File: src/design/maint_cmd_pkg.sv
// Constants and types shared by the maintenance command interpreter
package maint_cmd_pkg;
  // ****************************************
  // Command and response codes
  // ****************************************
  localparam logic [15:0] CMD_IDLE    = 16'h0000;
  localparam logic [15:0] CMD_RESTORE = 16'h1000;
  localparam logic [15:0] CMD_BACKUP  = 16'h1001;
  localparam logic [15:0] CMD_RESET   = 16'h8000;
  localparam logic [15:0] RESET_SOFT  = 16'h0000;
  localparam logic [15:0] RESET_VOLT  = 16'h0001;
  localparam logic [7:0]  ERR_NONE      = 8'h00;
  localparam logic [7:0]  ERR_NO_BACKUP = 8'h01;
  localparam logic [7:0]  ERR_NOT_UHF   = 8'h02;
  localparam logic [7:0]  ERR_BAD_CMD   = 8'h03;
  localparam logic [7:0]  ERR_BAD_TYPE  = 8'h04;

  // ****************************************
  // Register map (Wishbone byte addresses)
  // ****************************************
  localparam logic [7:0] ADDR_COMMAND  = 8'h00;
  localparam logic [7:0] ADDR_START    = 8'h04;
  localparam logic [7:0] ADDR_CHANNEL  = 8'h08;
  localparam logic [7:0] ADDR_RESPONSE = 8'h0C;
  localparam logic [7:0] ADDR_STATUS   = 8'h10;
  localparam logic [7:0] ADDR_IRQ_STAT = 8'h14;
  localparam logic [7:0] ADDR_IRQ_MASK = 8'h18;
  localparam logic [7:0] ADDR_BACKUP   = 8'h1C;

  // Channel register: bit 0 selects UHF, bits 3:1 the head address
  localparam int CHAN_UHF_BIT = 0;
  localparam int CHAN_HEAD_LSB = 1;
  // Interrupt bits
  localparam int IRQ_DONE_BIT  = 0;
  localparam int IRQ_ERROR_BIT = 1;
  localparam int IRQ_RESET_BIT = 2;
  localparam int IRQ_WIDTH     = 3;

  localparam logic [31:0] RESET_WORD = 32'h0000_0000;
  localparam int SETTINGS_WORDS = 8;
  localparam int STEP_CYCLES    = 1;

  typedef enum logic [2:0] {
    IDLE    = 3'b000,
    DECODE  = 3'b001,
    XFER    = 3'b011,
    DONE    = 3'b010,
    CLEAR   = 3'b110
  } state_t;
endpackage

File: src/design/backup_store.sv
// Backup memory holding the saved reader settings, registered read port
`timescale 1ns/1ns
module backup_store #(
  parameter int WIDTH = 32,
  parameter int DEPTH = 8,
  parameter int AW    = 3
) (
  input  wire logic             clock,
  input  wire logic             write_en,
  input  wire logic [AW-1:0]    write_addr,
  input  wire logic [WIDTH-1:0] write_data,
  input  wire logic [AW-1:0]    read_addr,
  output logic      [WIDTH-1:0] read_data
);
  // No reset on purpose: contents stand for non-volatile storage
  logic [WIDTH-1:0] mem [DEPTH];

  always_ff @(posedge clock)
  begin
    if (write_en)
    begin
      mem[write_addr] <= write_data;
    end
  end

  always_ff @(posedge clock)
  begin
    read_data <= mem[read_addr];
  end
endmodule

File: src/design/maint_cmd.sv
// Restore, backup and reset command interpreter with Wishbone registers
//
// Behaviour
// - Restore and backup run only on a channel configured for UHF
// - Command 0x1000 loads the stored settings into the attached UHF reader
// - Command 0x1001 reads reader settings into the backup memory
// - Backup memory and its valid flag survive voltage or software reset
// - Command 0x8000 resets the addressed reader and the interface logic
// - Reset clears only the output image (command, start address); channel and backup memory are kept
// - Start address 0 selects software reset, 1 voltage reset
// - On completion the response code equals the executed command code
`timescale 1ns/1ns
module maint_cmd
  import maint_cmd_pkg::*;
#(
  parameter int WORDS = maint_cmd_pkg::SETTINGS_WORDS
) (
  input  wire logic        clock,
  input  wire logic        reset,
  input  wire logic [7:0]  wb_adr_i,
  input  wire logic [31:0] wb_dat_i,
  output logic      [31:0] wb_dat_o,
  input  wire logic        wb_we_i,
  input  wire logic [3:0]  wb_sel_i,
  input  wire logic        wb_cyc_i,
  input  wire logic        wb_stb_i,
  output logic             wb_ack_o,
  output logic             irq,
  output logic             reader_we,
  output logic [2:0]       reader_head,
  output logic [2:0]       reader_addr,
  output logic [31:0]      reader_wdata,
  input  wire logic [31:0] reader_rdata,
  output logic             reader_reset,
  output logic             reader_power_cycle
);
  localparam int AW = $clog2(WORDS);

  state_t           state;
  logic [15:0]      command;
  logic [15:0]      start_addr;
  logic [3:0]       channel;
  logic [15:0]      response;
  logic [7:0]       error;
  logic             busy;
  logic             backup_valid;
  logic [IRQ_WIDTH-1:0] irq_stat;
  logic [IRQ_WIDTH-1:0] irq_mask;
  logic [AW-1:0]    index;
  logic             phase;
  logic [15:0]      exec_cmd;
  logic             store_we;
  logic [31:0]      store_rdata;
  logic             req;
  logic             wr;
  logic             done_ev;
  logic             err_ev;
  logic             rst_ev;
  logic             clear_images;
  logic             is_uhf;

  // ****************************************
  // Wishbone slave
  // ****************************************
  // Answer one cycle after the request; ack drops in the next cycle
  assign req = wb_cyc_i && wb_stb_i && !wb_ack_o;
  assign wr  = req && wb_we_i;
  assign is_uhf = channel[CHAN_UHF_BIT];

  function automatic logic [15:0] merge16(input logic [15:0] old, input logic [31:0] d,
                                          input logic [3:0] sel);
    merge16 = {sel[1] ? d[15:8] : old[15:8], sel[0] ? d[7:0] : old[7:0]};
  endfunction

  always_ff @(posedge clock)
  begin
    wb_ack_o <= !reset && req;
  end

  always_ff @(posedge clock)
  begin
    if (reset)
    begin
      wb_dat_o <= RESET_WORD;
    end
    else if (req && !wb_we_i)
    begin
      unique case (wb_adr_i)
        ADDR_COMMAND:  wb_dat_o <= {16'h0000, command};
        ADDR_START:    wb_dat_o <= {16'h0000, start_addr};
        ADDR_CHANNEL:  wb_dat_o <= {28'h0000000, channel};
        ADDR_RESPONSE: wb_dat_o <= {8'h00, error, response};
        ADDR_STATUS:   wb_dat_o <= {30'h0, backup_valid, busy};
        ADDR_IRQ_STAT: wb_dat_o <= {29'h0, irq_stat};
        ADDR_IRQ_MASK: wb_dat_o <= {29'h0, irq_mask};
        default:       wb_dat_o <= RESET_WORD;
      endcase
    end
  end

  // Output image: command and start address, cleared by the reset command
  always_ff @(posedge clock)
  begin
    if (reset || clear_images)
    begin
      command    <= CMD_IDLE;
      start_addr <= RESET_SOFT;
    end
    else if (wr && wb_adr_i == ADDR_COMMAND)
    begin
      command <= merge16(command, wb_dat_i, wb_sel_i);
    end
    else if (wr && wb_adr_i == ADDR_START)
    begin
      start_addr <= merge16(start_addr, wb_dat_i, wb_sel_i);
    end
  end

  // Channel configuration is set-up, not process data: kept across command reset
  always_ff @(posedge clock)
  begin
    if (reset)
    begin
      channel <= 4'h0;
    end
    else if (wr && wb_adr_i == ADDR_CHANNEL && wb_sel_i[0])
    begin
      channel <= wb_dat_i[3:0];
    end
  end

  always_ff @(posedge clock)
  begin
    if (reset)
    begin
      irq_mask <= '0;
    end
    else if (wr && wb_adr_i == ADDR_IRQ_MASK && wb_sel_i[0])
    begin
      irq_mask <= wb_dat_i[IRQ_WIDTH-1:0];
    end
  end

  // Set wins over write-one-to-clear
  always_ff @(posedge clock)
  begin
    if (reset)
    begin
      irq_stat <= '0;
    end
    else
    begin
      irq_stat <= (irq_stat & ~((wr && wb_adr_i == ADDR_IRQ_STAT && wb_sel_i[0])
                                ? wb_dat_i[IRQ_WIDTH-1:0] : '0))
                  | {rst_ev, err_ev, done_ev};
    end
  end

  assign irq = |(irq_stat & irq_mask);

  // ****************************************
  // Command sequencer
  // ****************************************
  always_ff @(posedge clock)
  begin
    if (reset)
    begin
      state        <= IDLE;
      exec_cmd     <= CMD_IDLE;
      index        <= '0;
      phase        <= 1'b0;
      error        <= ERR_NONE;
      response     <= CMD_IDLE;
      clear_images <= 1'b0;
      done_ev      <= 1'b0;
      err_ev       <= 1'b0;
      rst_ev       <= 1'b0;
      reader_reset <= 1'b0;
      reader_power_cycle <= 1'b0;
    end
    else
    begin
      clear_images <= 1'b0;
      done_ev      <= 1'b0;
      err_ev       <= 1'b0;
      rst_ev       <= 1'b0;
      reader_reset <= 1'b0;
      reader_power_cycle <= 1'b0;
      unique case (state)
        IDLE:
        begin
          // A new command is one that differs from the last one executed
          if (command != exec_cmd)
          begin
            exec_cmd <= command;
            state    <= (command == CMD_IDLE) ? IDLE : DECODE;
            if (command == CMD_IDLE)
            begin
              response <= CMD_IDLE;
              error    <= ERR_NONE;
            end
          end
        end
        DECODE:
        begin
          index <= '0;
          phase <= 1'b0;
          state <= DONE;
          if (exec_cmd == CMD_RESTORE || exec_cmd == CMD_BACKUP)
          begin
            if (!is_uhf)
              error <= ERR_NOT_UHF;
            else if (exec_cmd == CMD_RESTORE && !backup_valid)
              error <= ERR_NO_BACKUP;
            else
            begin
              error <= ERR_NONE;
              state <= XFER;
            end
          end
          else if (exec_cmd == CMD_RESET)
          begin
            if (start_addr == RESET_SOFT || start_addr == RESET_VOLT)
            begin
              error              <= ERR_NONE;
              reader_reset       <= 1'b1;
              reader_power_cycle <= (start_addr == RESET_VOLT);
              clear_images       <= 1'b1;
              state              <= CLEAR;
            end
            else
              error <= ERR_BAD_TYPE;
          end
          else
            error <= ERR_BAD_CMD;
        end
        XFER:
        begin
          // Two cycles per word: address, then registered data
          phase <= !phase;
          if (phase)
          begin
            index <= index + AW'(1);
            if (index == AW'(WORDS - 1))
            begin
              state <= DONE;
            end
          end
        end
        CLEAR:
        begin
          // Idle matches the cleared command image, so the reset is not run again
          exec_cmd <= CMD_IDLE;
          rst_ev   <= 1'b1;
          state    <= DONE;
        end
        DONE:
        begin
          response <= (exec_cmd == CMD_IDLE) ? CMD_RESET : exec_cmd;
          done_ev  <= 1'b1;
          err_ev   <= (error != ERR_NONE);
          state    <= IDLE;
        end
        default:
        begin
          state <= IDLE;
        end
      endcase
    end
  end

  // Valid flag is part of the non-volatile store, only power-on clears it
  always_ff @(posedge clock)
  begin
    if (reset)
    begin
      backup_valid <= 1'b0;
    end
    else if (state == XFER && phase && exec_cmd == CMD_BACKUP
             && index == AW'(WORDS - 1))
    begin
      backup_valid <= 1'b1;
    end
  end

  // ****************************************
  // Reader and backup transfers
  // ****************************************
  assign busy        = (state != IDLE);
  assign reader_head = channel[CHAN_HEAD_LSB +: 3];
  assign reader_addr = 3'(index);
  assign store_we    = (state == XFER) && phase && (exec_cmd == CMD_BACKUP);
  // Strobe in the data phase, while reader_addr still points at the word being restored
  assign reader_we    = (state == XFER) && phase && (exec_cmd == CMD_RESTORE);
  assign reader_wdata = store_rdata;

  backup_store #(
    .WIDTH (32),
    .DEPTH (WORDS),
    .AW    (AW)
  ) u_store (
    .clock      (clock),
    .write_en   (store_we),
    .write_addr (index),
    .write_data (reader_rdata),
    .read_addr  (index),
    .read_data  (store_rdata)
  );

  // ****************************************
  // Checks
  // ****************************************
  no_restore_hf_a: assert property (@(posedge clock) disable iff (reset)
    reader_we |-> is_uhf) else $error("reader written on non-UHF channel");
  restore_needs_valid_a: assert property (@(posedge clock) disable iff (reset)
    reader_we |-> backup_valid) else $error("restore without valid backup");
  restore_code_a: assert property (@(posedge clock) disable iff (reset)
    reader_we |-> exec_cmd == CMD_RESTORE) else $error("reader write outside restore");
  backup_code_a: assert property (@(posedge clock) disable iff (reset)
    store_we |-> exec_cmd == CMD_BACKUP && is_uhf) else $error("store write outside backup");
  valid_sticky_a: assert property (@(posedge clock) disable iff (reset)
    backup_valid |=> backup_valid) else $error("backup valid lost");
  reset_clears_a: assert property (@(posedge clock) disable iff (reset)
    clear_images |=> command == CMD_IDLE && start_addr == RESET_SOFT)
    else $error("images not cleared");
  reset_type_a: assert property (@(posedge clock) disable iff (reset)
    reader_power_cycle |-> reader_reset) else $error("power cycle without reset");
  reader_reset_a: assert property (@(posedge clock) disable iff (reset)
    reader_reset |-> ##2 done_ev && response == CMD_RESET) else $error("reset not reported");
  response_echo_a: assert property (@(posedge clock) disable iff (reset)
    (state == DONE && exec_cmd != CMD_IDLE) |=> response == $past(exec_cmd))
    else $error("response differs from command");
endmodule

File: config.mk
export PLATFORM = sky130hd
export DESIGN_NAME = maint_cmd
export DESIGN_NICKNAME = d
export VERILOG_FILES = /design/src/design/maint_cmd_pkg.sv /design/src/design/backup_store.sv /design/src/design/maint_cmd.sv
export SDC_FILE = /design/constraint.sdc
export NUM_CORES = 1
export LEC_CHECK = 0
export ABC_AREA = 1
export BUFFER_PORTS_ARGS = -buffer_cell sky130_fd_sc_hd__buf_2
export CAP_MARGIN = 5
export CORE_MARGIN = 1.5
export CORE_UTILIZATION = 63
export CTS_CLUSTER_SIZE = 40
export DETAILED_ROUTE_END_ITERATION = 8
export PLACE_DENSITY = 0.84
export SETUP_SLACK_MARGIN = 0.4
export SLEW_MARGIN = 20
export SYNTH_ARGS = -nofsm -noshare
export SYNTH_HDL_FRONTEND = slang
export SYNTH_SLANG_ARGS = --single-unit
File: constraint.sdc
create_clock -name clock -period 4.57 [get_ports clock]
set_input_delay 0.457 -clock clock [delete_from_list [all_inputs] [get_ports clock]]
set_output_delay 0.457 -clock clock [all_outputs]
set_load 0.005 [all_outputs]
==> results of run 1 <==
layout make-up:
class,instances,area [um2]
Tap cell,319,399
Inverter,116,435
Clock inverter,17,104
Antenna cell,2,5.00
Fill cell,1470,6220
Timing Repair Buffer,139,866
Clock buffer,53,1040
Sequential cell,398,10500
Multi-Input combinational cell,761,3940
final timing paths:
path | slack [ns] | startpoint | cells past startpoint | to
worst min register to register | 0.43 | done_ev | 2 | irq_stat[0]
worst max-delay path | 1.64 | state[0] | 9 | u_store.mem[1][21]
worst min-delay path | 0.18 | reader_rdata[15] | 1 | u_store.mem[1][15]
worst max register to register | 1.64 | state[0] | 9 | u_store.mem[1][21]
registers in the layout, summed over array words and instances (netlist names), 3 cells and up:
| signal | count |
|---|---|
| response | 16 |
| start_addr | 16 |
| irq_stat | 3 |
| exec_cmd | 16 |
| irq_mask | 3 |
| u_store.read_data | 32 |
| command | 16 |
| channel | 4 |
| wb_dat_o | 19 |
| state | 3 |
| reader_addr | 3 |
| u_store.mem | 256 |
| error | 3 |
critical path: cells and delay by family (launching register included):
family        cells  cell delay, ns
simple gates      5            1.65
flops             1            0.42
buf+inv           4            0.44
cell families after synthesis:
family,after synthesis
AOI/OAI and AO/OA,262
xor gates and xnor gates,3
adders and majority gates,2
buffers and inverters,175
DFF,398
other,1
and+or+nand+nor,481
cells in the final DEF, fill, tap and decap left out, types with 5 or more instances in the layout:
cell and n:
nor2_4 14, buf_2 124, a221oi_1 24, clkinv_2 7, clkinv_1 5, edfxtp_1 256
nor2_1 106, buf_4 8, a211oi_1 10, nand4_1 18, dfxtp_1 142, clkbuf_1 13
inv_1 97, nor2_2 14, a22o_1 10, nand3_2 9, a22oi_1 49, o211ai_1 11
clkbuf_16 39, o21ai_0 63, a21oi_1 66, o21ai_1 25, nand3_1 45, buf_16 6
nor3_1 8, nand2_1 247, conb_1 13, inv_2 19
per-stage QoR:
stage | hold WS, ns | instance area [um2] | power (mW) | instances
finish | 0.180 | 17300 | 7.87 | 1805
global route | 0.172 | 17300 | 8.13 | 1803
CTS | 0.167 | 17200 | 7.80 | 1797
detailed placement | 0.425 | 16000 | 4.94 | 1727
global placement | 0.420 | 16000 | 4.90 | 1726
floorplan | 0.415 | 15200 | 4.79 | 1334
per-layer routing:
metal | up-vias | routed length [um]
met4 | 2 | 1160
met3 | 105 | 3800
li1 | 4892 | -
met2 | 693 | 17600
met5 | - | 13
met1 | 5159 | 14200
report_power, final:
group / internal (mW) / switching (mW)
registers: 3.90 / 0.0834
logic: 0.266 / 0.689
clock network: 1.60 / 1.33
total: 5.77 / 2.10
==> reports/qor.log, run 1 <==
qor: yosys.synth_top_area_frac 0.508
qor: yosys.yosysMostFrequentCell edfxtp_1
qor: detailed_routing.num_vias 10.9k
qor: final_layout.finalNetCount 1537
qor: flow_run.maxCapViolCount 0
qor: grt.groute.layer.met2.usage 0.439
qor: power_and_ir_drop.worst_supply_voltage_drop_on_vdd 0.366 mV
qor: critical_path.worst_ep_required_time 4.70 ns
qor: timing.tightestPinTransition 1.10 ns
qor: grt.grt_usage 0.278
qor: timing.finalMaxSlewViolations 0
qor: timing.hold_viol_final 0
qor: cts.htreeDepth 2
qor: placement.gpl.final_weighted_congestion 0.897
qor: yosys.synth_area_leader_cell edfxtp_1
qor: yosys.complex_gate_fraction_of_the_synthesized_area 0.108
qor: floorplanning.fp.dieArea 25000 um2
qor: yosys.portion_of_netlist_area_occupied_by_mux_cells 0
qor: yosys.synth_async_sr_flop_share 0
qor: timing.timing.setup.tns 0 ns
qor: yosys.syn_inst 1322
qor: yosys.post_synth_num_cell_types 45
qor: critical_path.type_of_destination_of_the_critical_path register
qor: cts.max-clock-path-buffers 3
qor: critical_path.max_stage_delay 0.88 ns
qor: detailed_routing.avgRoutedWirePerCell 20.3 um
qor: yosys.ys.warnings.count 0
qor: yosys.synth-edff-count 256
qor: yosys.ys_top_cells_by_area edfxtp_1, dfxtp_1, nand2_1
qor: yosys.post_synth_instance_area 15100 um2
qor: grt.global_route.usage.met1 0.380
qor: critical_path.cp_max_fo 32
qor: grt.antenna_violations_before_repair 2
qor: placement.detailedPlacementHpwl 20700 um
qor: floorplanning.fp.coreArea 23500 um2
qor: yosys.post_synth.cell_area_avg 11.4 um2
qor: yosys.synthSimpleGateAreaFrac 0.142
qor: yosys.synth.yosys.seq_area_share 0.696
qor: grt.wire_length_of_the_first_global_routing_pass 52400 um
qor: timing.final_min_period_over_clock_period 0.640
qor: detailed_routing.drt-initial-drc-count 1430
qor: hold_path.hold_path.class in2reg
qor: cts.cts_tree done
qor: detailed_routing.final_antenna_net_count 0
qor: final_layout.finalCoreUtilization 0.736
qor: yosys.ys_seq_elements 398
qor: critical_path.cp.arrival 3.06 ns
qor: cts.post_cts_resized 0
qor: yosys.yosys.area_share.adder 0.00165
qor: grt.gr-max-usage-layer met2
qor: floorplanning.initial_cell_density_of_the_core 0.643
qor: critical_path.worstPathCellList inv_2 > or2_1 > nor2_2 > inv_2 > nor2_1 > inv_1 > nor2_2 > inv_2 > nor2_4
qor: detailed_routing.drt-total-wl 36700 um
qor: yosys.post_synth_xor_area_fraction 0.00174
qor: timing.timing.final.setup_violations 0
qor: critical_path.crit_path_frequent_cell inv_2
qor: critical_path.path_class reg2reg
qor: cts.ctsHoldBuffers 0
qor: cts.clk_transition_reported_paths 0.07 ns
qor: power_and_ir_drop.static-leakage-power 6.48 nW
qor: cts.cts_root_buf clkbuf_16
qor: floorplanning.fp-row-count 56
qor: detailed_routing.first_pass_iters 6
qor: cts.clock_insertion_delay_worst_skew 0.54 ns
qor: timing.least_setup_slack_across_all_paths_after_layout 1.64 ns
qor: power_and_ir_drop.power.density 455 nW/um2
qor: yosys.synth-main-ff-cell edfxtp_1
qor: final_layout.flow.area_growth_from_synthesis 14.5%
qor: floorplanning.die-height 158 um
qor: critical_path.start_kind register
qor: final_layout.drive_gt1_frac 0.175
qor: cts.post-cts-setup-buffers 0
qor: placement.port-buffer-count 124
qor: timing.fmax 0.342 GHz
qor: detailed_routing.remaining_drc_errors 0
qor: grt.grt_max_degree 33
qor: timing.post_route_minimum_period 2.93 ns
qor: cts.numCtsBuffers 38
qor: yosys.largest_family_of_logic_cells_by_synthesized_area simple AND/OR/NAND/NOR gates
qor: grt.first_global_vias 10.0k
qor: cts.clock_sink_count 398
qor: timing.grt_setup_unrepaired no
qor: outcome.outcome finished, final reports clean
qor: detailed_routing.viasPerCell 6.01
qor: grt.gr-total-overflow 0
qor: yosys.post_synth_most_frequent_cells edfxtp_1, nand2_1, dfxtp_1
qor: grt.globalRouteMet3Util 0.0553
qor: critical_path.slowest_stage nor2_4
qor: floorplanning.dieWidth 158 um
qor: timing.slew_limit_headroom 0.262
qor: placement.preCtsSetupSlack 1.83 ns
qor: timing.clock-skew-final 0.0328 ns
qor: floorplanning.pin_count 156
(Power assumes the default switching activity.)
==> inputs of run 2 (changes only) <==
--- a/config.mk
+++ b/config.mk
@@ -9,10 +9,10 @@
 export BUFFER_PORTS_ARGS = -buffer_cell sky130_fd_sc_hd__buf_2
 export CAP_MARGIN = 5
 export CORE_MARGIN = 1.5
-export CORE_UTILIZATION = 63
+export CORE_UTILIZATION = 58
 export CTS_CLUSTER_SIZE = 40
 export DETAILED_ROUTE_END_ITERATION = 8
-export PLACE_DENSITY = 0.84
+export PLACE_DENSITY = 0.79
 export SETUP_SLACK_MARGIN = 0.4
 export SLEW_MARGIN = 20
 export SYNTH_ARGS = -nofsm -noshare
==> constraint.sdc (replaced) <==
create_clock -name clock -period 3 [get_ports clock]
set_input_delay 0.3 -clock clock [delete_from_list [all_inputs] [get_ports clock]]
set_output_delay 0.3 -clock clock [all_outputs]
set_load 0.005 [all_outputs]
==> run 2 against run 1 <==
Effect of this change: register-to-register slack worse by 1.0 ns; largest cell class unchanged; via count is 2.9% lower; clock power grew 66%; die area increased by 8.5%; sequential power is 52% higher; final cell count grew 1.6%; count of clock-buffer cells in the layout decreased by 3; flip-flop and latch count unchanged; largest power group unchanged; total power increased by 56%; critical path depth is 1 lower; global-route usage decreased by 1.8 points; highest routed layer unchanged; clock skew down 0.013 ns; critical path type is now reg2out.
==> reports/qor.log, run 2 (same netlist as run 1, synthesis figures left out) <==
qor: placement.detailedPlacementHpwl 21400 um [+3.7%]
qor: detailed_routing.avgRoutedWirePerCell 19.1 um [-5.9%]
qor: power_and_ir_drop.int_power 9.22 mW [+60%]
qor: floorplanning.pin_count 156 [unchanged]
qor: grt.gr-total-overflow 0 [unchanged]
qor: hold_path.hold_end wb_ack_o
qor: final_layout.drive_gt1_frac 0.184 [+0.00947]
qor: floorplanning.die-height 165 um [+4.1%]
qor: floorplanning.dieWidth 165 um [+4.1%]
qor: critical_path.max_stage_delay 0.41 ns [-0.47 ns]
qor: detailed_routing.first_pass_iters 7 [+1]
qor: hold_path.hold_path.class in2reg
qor: placement.cell_count_post_placement 1757 [+1.7%]
qor: power_and_ir_drop.power.density 704 nW/um2 [+55%]
qor: timing.fmax 0.422 GHz
qor: grt.gr-max-usage-layer met2
qor: timing.timing.final.setup_violations 0 [unchanged]
qor: timing.post_route_minimum_period 2.37 ns
qor: final_layout.largest_registers u_store.mem: 256 flops, u_store.read_data: 32 flops, wb_dat_o: 19 flops
qor: placement.preCtsSetupSlack 0.657 ns [-1.17 ns]
qor: critical_path.slowest_stage dfxtp_1
qor: critical_path.r2r_start state[0]
qor: cts.clk_transition_reported_paths 0.06 ns [about the same]
qor: critical_path.ff2ff_path_depth 10 [+1]
qor: cts.clock_insertion_delay_worst_skew 0.53 ns [about the same]
qor: hold_path.worst_hold_path.num_cells 3 [+2]
qor: cts.max-clock-path-buffers 3 [unchanged]
qor: critical_path.cp.arrival 2.07 ns [-0.99 ns]
qor: final_layout.finalCoreUtilization 0.688 [-0.0472]
qor: final_layout.mostFrequentLayoutCells edfxtp_1, nand2_1, dfxtp_1
qor: detailed_routing.final_antenna_net_count 0 [unchanged]
qor: final_layout.area.sequential 10500 um2 [unchanged]
qor: timing.hold_viol_final 0 [unchanged]
qor: floorplanning.fp-row-count 58 [+3.6%]
qor: grt.wire_length_of_the_first_global_routing_pass 53600 um [+2.2%]
qor: timing.tightestPinTransition 0.792 ns [-0.312 ns]
qor: critical_path.critical_path.n_buffers_inverters 4 [unchanged]
qor: floorplanning.initial_cell_density_of_the_core 0.596 [-0.0470]
qor: detailed_routing.num_vias 10.5k [-2.9%]
qor: grt.antenna_violations_before_repair 4 [+2]
qor: detailed_routing.drt-initial-drc-count 1096 [-23%]
qor: cts.cts_root_buf clkbuf_16
qor: power_and_ir_drop.worst_supply_voltage_drop_on_vdd 0.727 mV [+98%]
qor: power_and_ir_drop.power.net_switching 3.09 mW [+47%]
qor: critical_path.worst_ep_required_time 2.70 ns [-2.00 ns]
qor: final_layout.flow.area_growth_from_synthesis 15.6%
qor: floorplanning.fp.dieArea 27100 um2 [+8.5%]
qor: final_layout.combined_area_of_the_multi_input_logic_cells 3940 um2 [unchanged]
qor: cts.clock_sink_count 398 [unchanged]
qor: floorplanning.fp.coreArea 25400 um2 [+7.9%]
qor: grt.first_global_vias 10.2k [+1.5%]
qor: outcome.outcome finished, final reports clean
qor: critical_path.path_class reg2out
qor: power_and_ir_drop.seq_power_share 0.494 [-0.012]
qor: power_and_ir_drop.comb_power_share 0.112 [-0.009]
qor: timing.final_min_period_over_clock_period 0.789
qor: final_layout.fill_cells 1785 [+21%]
qor: timing.grt_setup_unrepaired no
qor: cts.numCtsBuffers 39 [+2.6%]
qor: timing.clock-skew-final 0.0199 ns [-0.0129 ns]
qor: cts.htreeDepth 2 [unchanged]
qor: final_layout.final_cells 1833 [+1.6%]
qor: grt.grt_max_degree 33 [unchanged]
qor: grt.grt_usage 0.260 [-0.0178]
qor: grt.groute.layer.met2.usage 0.428 [-0.0112]
qor: cts.cts_tree done
qor: timing.finalMaxSlewViolations 0 [unchanged]
qor: final_layout.largest_register u_store.mem
qor: power_and_ir_drop.net_switching_fraction_of_the_power 0.251 [-0.0157]
qor: placement.port-buffer-count 124 [unchanged]
qor: critical_path.r2r_end u_store.mem[5][19]
qor: timing.timing.setup.tns 0 ns [unchanged]
qor: final_layout.final_common_cell edfxtp_1
qor: timing.final.hold.worst_slack 0.0328 ns [-0.147 ns]
qor: power_and_ir_drop.static-leakage-power 6.58 nW [+1.6%]
qor: timing.slew_limit_headroom 0.471 [+0.209]
qor: hold_path.timing.hold.worst.start wb_cyc_i
qor: final_layout.largest_reg_flops 256 [unchanged]
qor: detailed_routing.viasPerCell 5.75 [-4.3%]
qor: cts.post_cts_resized 0 [unchanged]
qor: grt.globalRouteMet3Util 0.0505 [-0.00482]
qor: placement.gpl.final_weighted_congestion 0.887 [-1.1%]
qor: critical_path.worstPathCellList inv_2 > or2_1 > nor2_2 > inv_2 > nor2_1 > inv_1 > nor2_1 > buf_2
qor: critical_path.type_of_destination_of_the_critical_path primary output
qor: power_and_ir_drop.clock_power_share 0.395 [+0.023]
qor: flow_run.maxCapViolCount 0 [unchanged]
qor: final_layout.finalNetCount 1552 [+0.98%]
qor: detailed_routing.remaining_drc_errors 0 [unchanged]
qor: critical_path.start_kind register
qor: critical_path.dominant_delay_contributor_by_cell_family_on_the_critical_path simple AND/OR/NAND/NOR gates
qor: critical_path.cp_num_cells 8 [-1]
qor: timing.least_setup_slack_across_all_paths_after_layout 0.632 ns [-1.01 ns]
qor: grt.global_route.usage.met1 0.346 [-0.0346]
qor: detailed_routing.drt-total-wl 35100 um [-4.5%]
qor: critical_path.cp_max_fo 5 [-84%]
qor: critical_path.reg2reg_slack 0.64 ns [-1.00 ns]
## run 2: layout make-up
cell class | instances | area share
Sequential cell | 398 | 0.602
Multi-Input combinational cell | 761 | 0.225
Clock buffer | 50 | 0.0587
Timing Repair Buffer | 153 | 0.0508
Inverter | 116 | 0.0249
Tap cell | 330 | 0.0236
Clock inverter | 22 | 0.0139
Antenna cell | 3 | 0.000429
## run 2: timing repair
item	4_1_cts	5_1_grt
endpoints found under the setup margin	0	9
hold buffers	0	0
buffers inserted	0	1
## run 2: how the worst max path moves through the flow
| stage | startpoint | to | slack [ns] |
|---|---|---|---|
| 6_report | state[0] | reader_we | 0.63 |
| 4_1_cts | state[0] | u_store.mem[6][16] | 0.58 |
| 2_1_floorplan | state[0] | u_store.mem[0][0] | 0.03 |
| 3_3_place_gp | state[0] | u_store.mem[6][5] | 0.64 |
| 3_5_place_dp | state[0] | u_store.mem[6][5] | 0.66 |
| 5_1_grt | state[0] | u_store.mem[7][7] | 0.51 |
## run 2: metal layers
metal | routed length, um | part of all wire
met1 | 14500 | 0.41
met2 | 17000 | 0.49
met3 | 2770 | 0.079
met4 | 737 | 0.021
met5 | 13 | 0.00037
## run 2: tightest hold or removal path, cell delays in order
cell     delay, ns
buf_2         0.09
nand2_1       0.06
nor2_1        0.07
## run 2: power groups by stage
stage	Sequential [mW]	Combinational (mW)	Clock, mW
finish	6.07	1.38	4.86
global route	6.08	1.56	5.11
CTS	6.07	1.36	4.89
detailed placement	6.18	1.34	0
global placement	6.17	1.31	0
floorplan	6.16	1.13	0
## run 2: per-stage QoR
step / power [mW] / instance area (um2)
6_report: 12.3 / 17500
5_1_grt: 12.8 / 17500
4_1_cts: 12.3 / 17500
3_5_place_dp: 7.53 / 16200
3_3_place_gp: 7.48 / 16200
2_1_floorplan: 7.29 / 15200
==> inputs of run 3 (changes only) <==
==> constraint.sdc (replaced) <==
create_clock -name clock -period 2.3 [get_ports clock]
set_input_delay 0.23 -clock clock [delete_from_list [all_inputs] [get_ports clock]]
set_output_delay 0.23 -clock clock [all_outputs]
set_load 0.005 [all_outputs]
==> run 3 against run 2 <==
Effect of this change: sequential share of layout area fell by 4.1 points; sequential power increased by 30%; largest power group unchanged; utilization increased by 5.1 points; total power grew 29%; hold slack gained 0.0040 ns; non-clock buffer count increased by 101; register-to-register slack worse by 0.38 ns; critical path type is now reg2reg; flip-flop and latch count did not move; clock skew is 0.030 ns higher.
==> reports/qor.log, run 3 (same netlist as run 1, synthesis figures left out) <==
qor: outcome.outcome finished, final reports clean
qor: cts.htreeDepth 2 [unchanged]
qor: critical_path.crit_path_frequent_cell nor2_4
qor: critical_path.start_kind register
qor: cts.clk_transition_reported_paths 0.06 ns [about the same]
qor: final_layout.flow.area_growth_from_synthesis 24.1%
qor: detailed_routing.num_vias 11.5k [+9.2%]
qor: critical_path.path_class reg2reg
qor: cts.clock_insertion_delay_worst_skew 0.57 ns [+0.04 ns]
qor: timing.tightestPinTransition 0.783 ns [-0.00876 ns]
qor: timing.finalMaxSlewViolations 0 [unchanged]
qor: flow_run.maxCapViolCount 0 [unchanged]
qor: critical_path.critical_path.n_buffers_inverters 6 [+2]
qor: hold_path.worst_hold_path.num_cells 3 [unchanged]
qor: placement.gpl.final_weighted_congestion 0.876 [-1.2%]
qor: grt.gr-total-overflow 0 [unchanged]
qor: placement.dpl_cell_area 16300 um2 [+0.90%]
qor: grt.grt_max_degree 33 [unchanged]
qor: final_layout.largest_reg_flops 256 [unchanged]
qor: critical_path.worstPathCellList inv_2 > or2_4 > nor2_4 > inv_2 > nor2_4 > inv_2 > nor2_4 > inv_8 > nor2_4 > buf_12 > buf_12
qor: detailed_routing.first_pass_iters 5 [-2]
qor: final_layout.mostFrequentLayoutCells edfxtp_1, nand2_1, dfxtp_1
qor: floorplanning.initial_cell_density_of_the_core 0.596 [unchanged]
qor: cts.clock_sink_count 398 [unchanged]
qor: hold_path.hold_path.class in2reg
qor: cts.cts_tree done
qor: timing.grt_setup_unrepaired yes
qor: grt.antenna_violations_before_repair 2 [-2]
qor: critical_path.ff2ff_path_depth 11 [+1]
qor: power_and_ir_drop.static-leakage-power 7.11 nW [+8.1%]
qor: grt.wire_length_of_the_first_global_routing_pass 59400 um [+11%]
qor: floorplanning.fp-row-count 58 [unchanged]
qor: detailed_routing.drt-initial-drc-count 1558 [+42%]
qor: power_and_ir_drop.power.net_switching 4.28 mW [+38%]
qor: detailed_routing.remaining_drc_errors 0 [unchanged]
qor: power_and_ir_drop.power.density 847 nW/um2 [+20%]
qor: final_layout.largest_register u_store.mem
qor: final_layout.finalNetCount 1653 [+6.5%]
qor: critical_path.r2r_start state[0]
qor: critical_path.critical_path_startpoint state[0]
qor: critical_path.cp_max_fo 14 [+9]
qor: critical_path.cp.arrival 2.28 ns [+0.21 ns]
qor: power_and_ir_drop.seq_power_share 0.498 [+0.004]
qor: timing.slew_limit_headroom 0.477 [+0.00585]
qor: detailed_routing.viasPerCell 5.96 [+3.7%]
qor: critical_path.slowest_stage dfxtp_2
qor: timing.final_min_period_over_clock_period 0.886
qor: final_layout.final_cell_area 18800 um2 [+7.4%]
qor: hold_path.timing.hold.worst.start wb_dat_i[13]
qor: timing.clock-skew-final 0.0495 ns [+0.0296 ns]
qor: power_and_ir_drop.comb_power_share 0.123 [+0.011]
qor: power_and_ir_drop.clock_power_share 0.379 [-0.016]
qor: final_layout.final_common_cell edfxtp_1
qor: critical_path.worst_ep_required_time 2.54 ns [-0.16 ns]
qor: cts.max-clock-path-buffers 3 [unchanged]
qor: critical_path.max_stage_delay 0.34 ns [-0.07 ns]
qor: detailed_routing.drt-total-wl 41600 um [+19%]
qor: floorplanning.fp.coreArea 25400 um2 [unchanged]
qor: timing.fmax 0.491 GHz
qor: critical_path.cp_num_cells 11 [+3]
qor: detailed_routing.avgRoutedWirePerCell 21.5 um [+13%]
qor: power_and_ir_drop.int_power 11.6 mW [+26%]
qor: cts.cts_root_buf clkbuf_16
qor: timing.hold_viol_final 0 [unchanged]
qor: final_layout.drive_gt1_frac 0.217 [+0.0330]
qor: grt.first_global_vias 11.0k [+8.5%]
qor: final_layout.finalCoreUtilization 0.739 [+0.0508]
qor: grt.grt_usage 0.292 [+0.0315]
qor: cts.numCtsBuffers 38 [-2.6%]
qor: placement.port-buffer-count 124 [unchanged]
qor: placement.detailedPlacementHpwl 21500 um [+0.48%]
qor: timing.timing.setup.tns 0 ns [unchanged]
qor: timing.post_route_minimum_period 2.04 ns
qor: detailed_routing.final_antenna_net_count 0 [unchanged]
qor: final_layout.fill_cells 1520 [-15%]
qor: power_and_ir_drop.worst_supply_voltage_drop_on_vdd 0.868 mV [+19%]
qor: floorplanning.fp.dieArea 27100 um2 [unchanged]
qor: timing.timing.final.setup_violations 0 [unchanged]
qor: critical_path.type_of_destination_of_the_critical_path register
qor: floorplanning.pin_count 156 [unchanged]
qor: power_and_ir_drop.net_switching_fraction_of_the_power 0.269 [+0.0179]
qor: critical_path.dominant_delay_contributor_by_cell_family_on_the_critical_path simple AND/OR/NAND/NOR gates
qor: floorplanning.dieWidth 165 um [unchanged]
qor: floorplanning.die-height 165 um [unchanged]
qor: final_layout.largest_registers u_store.mem: 256 flops, u_store.read_data: 32 flops, wb_dat_o: 19 flops
## run 3: cell types whose count changed in the layout (fill, tap and decap cells not counted), sizes merged, moves of 3 or more
cell | before | now
buf | 153 | 200
bufinv | 5 | 1
clkbuf | 50 | 59
clkinv | 12 | 16
clkinvlp | 2 | 5
dlygate4sd3 | 0 | 47
inv | 119 | 112
## run 3: through the flow
step / cells / setup WS (ns) / hold WS (ns) / power (mW)
after floorplan: 1334 / 0.130 / 0.304 / 9.51
after global placement: 1764 / 0.257 / 0.419 / 9.74
after detailed placement: 1764 / 0.237 / 0.423 / 9.80
after CTS: 1909 / 0.322 / 0.00560 / 15.7
after global routing: 1929 / 0.234 / 0.0557 / 16.5
final: 1930 / 0.262 / 0.0368 / 15.9
## run 3: path summary, 6_finish.rpt
kind	slack, ns	end
max	0.26	u_store.mem[2][11]
max reg2reg	0.26	u_store.mem[2][11]
min reg2reg	0.44	irq_stat[0]
min	0.04	command[13]
## run 3: tightest hold or removal path, cell delays in order
cell and delay, ns:
buf_2 0.11, nor2_1 0.09, a211oi_1 0.07
## run 3: area by class of cell
cell class	instances	area, um2	area share
tap	330	413	0.0220
timing repair buffer	254	2130	0.113
multi-input combinational	761	4050	0.216
clock buffer	52	1020	0.0545
inverter	116	465	0.0248
antenna	1	2.50	0.000133
timing repair inverter	1	7.51	0.000400
sequential	398	10500	0.561
clock inverter	17	150	0.00800
## run 3: routing by layer
| layer | vias to the layer above | routed length (um) | track usage |
|---|---|---|---|
| met4 | 2 | 1450 | 0.122 |
| li1 | 5116 | - | - |
| met2 | 794 | 20000 | 0.476 |
| met5 | - | 11 | 0 |
| met3 | 118 | 4330 | 0.0510 |
| met1 | 5478 | 15800 | 0.389 |
## run 3: power by group through the flow
stage                     registers (mW)  clock network [mW]  logic, mW
after floorplan                     8.03                   0       1.48
after global placement              8.06                   0       1.69
after detailed placement            8.06                   0       1.74
after CTS                           7.91                5.91       1.84
after global routing                7.94                6.32       2.21
final                               7.92                6.02       1.96
## run 3: repair_timing
item,CTS,global route
endpoints found under the hold margin,278,0
resized for setup,21,31
pin swaps,3,8
buffers inserted,24,11
cloned,5,9
hold buffers,47,0
endpoints found under the setup margin,276,306
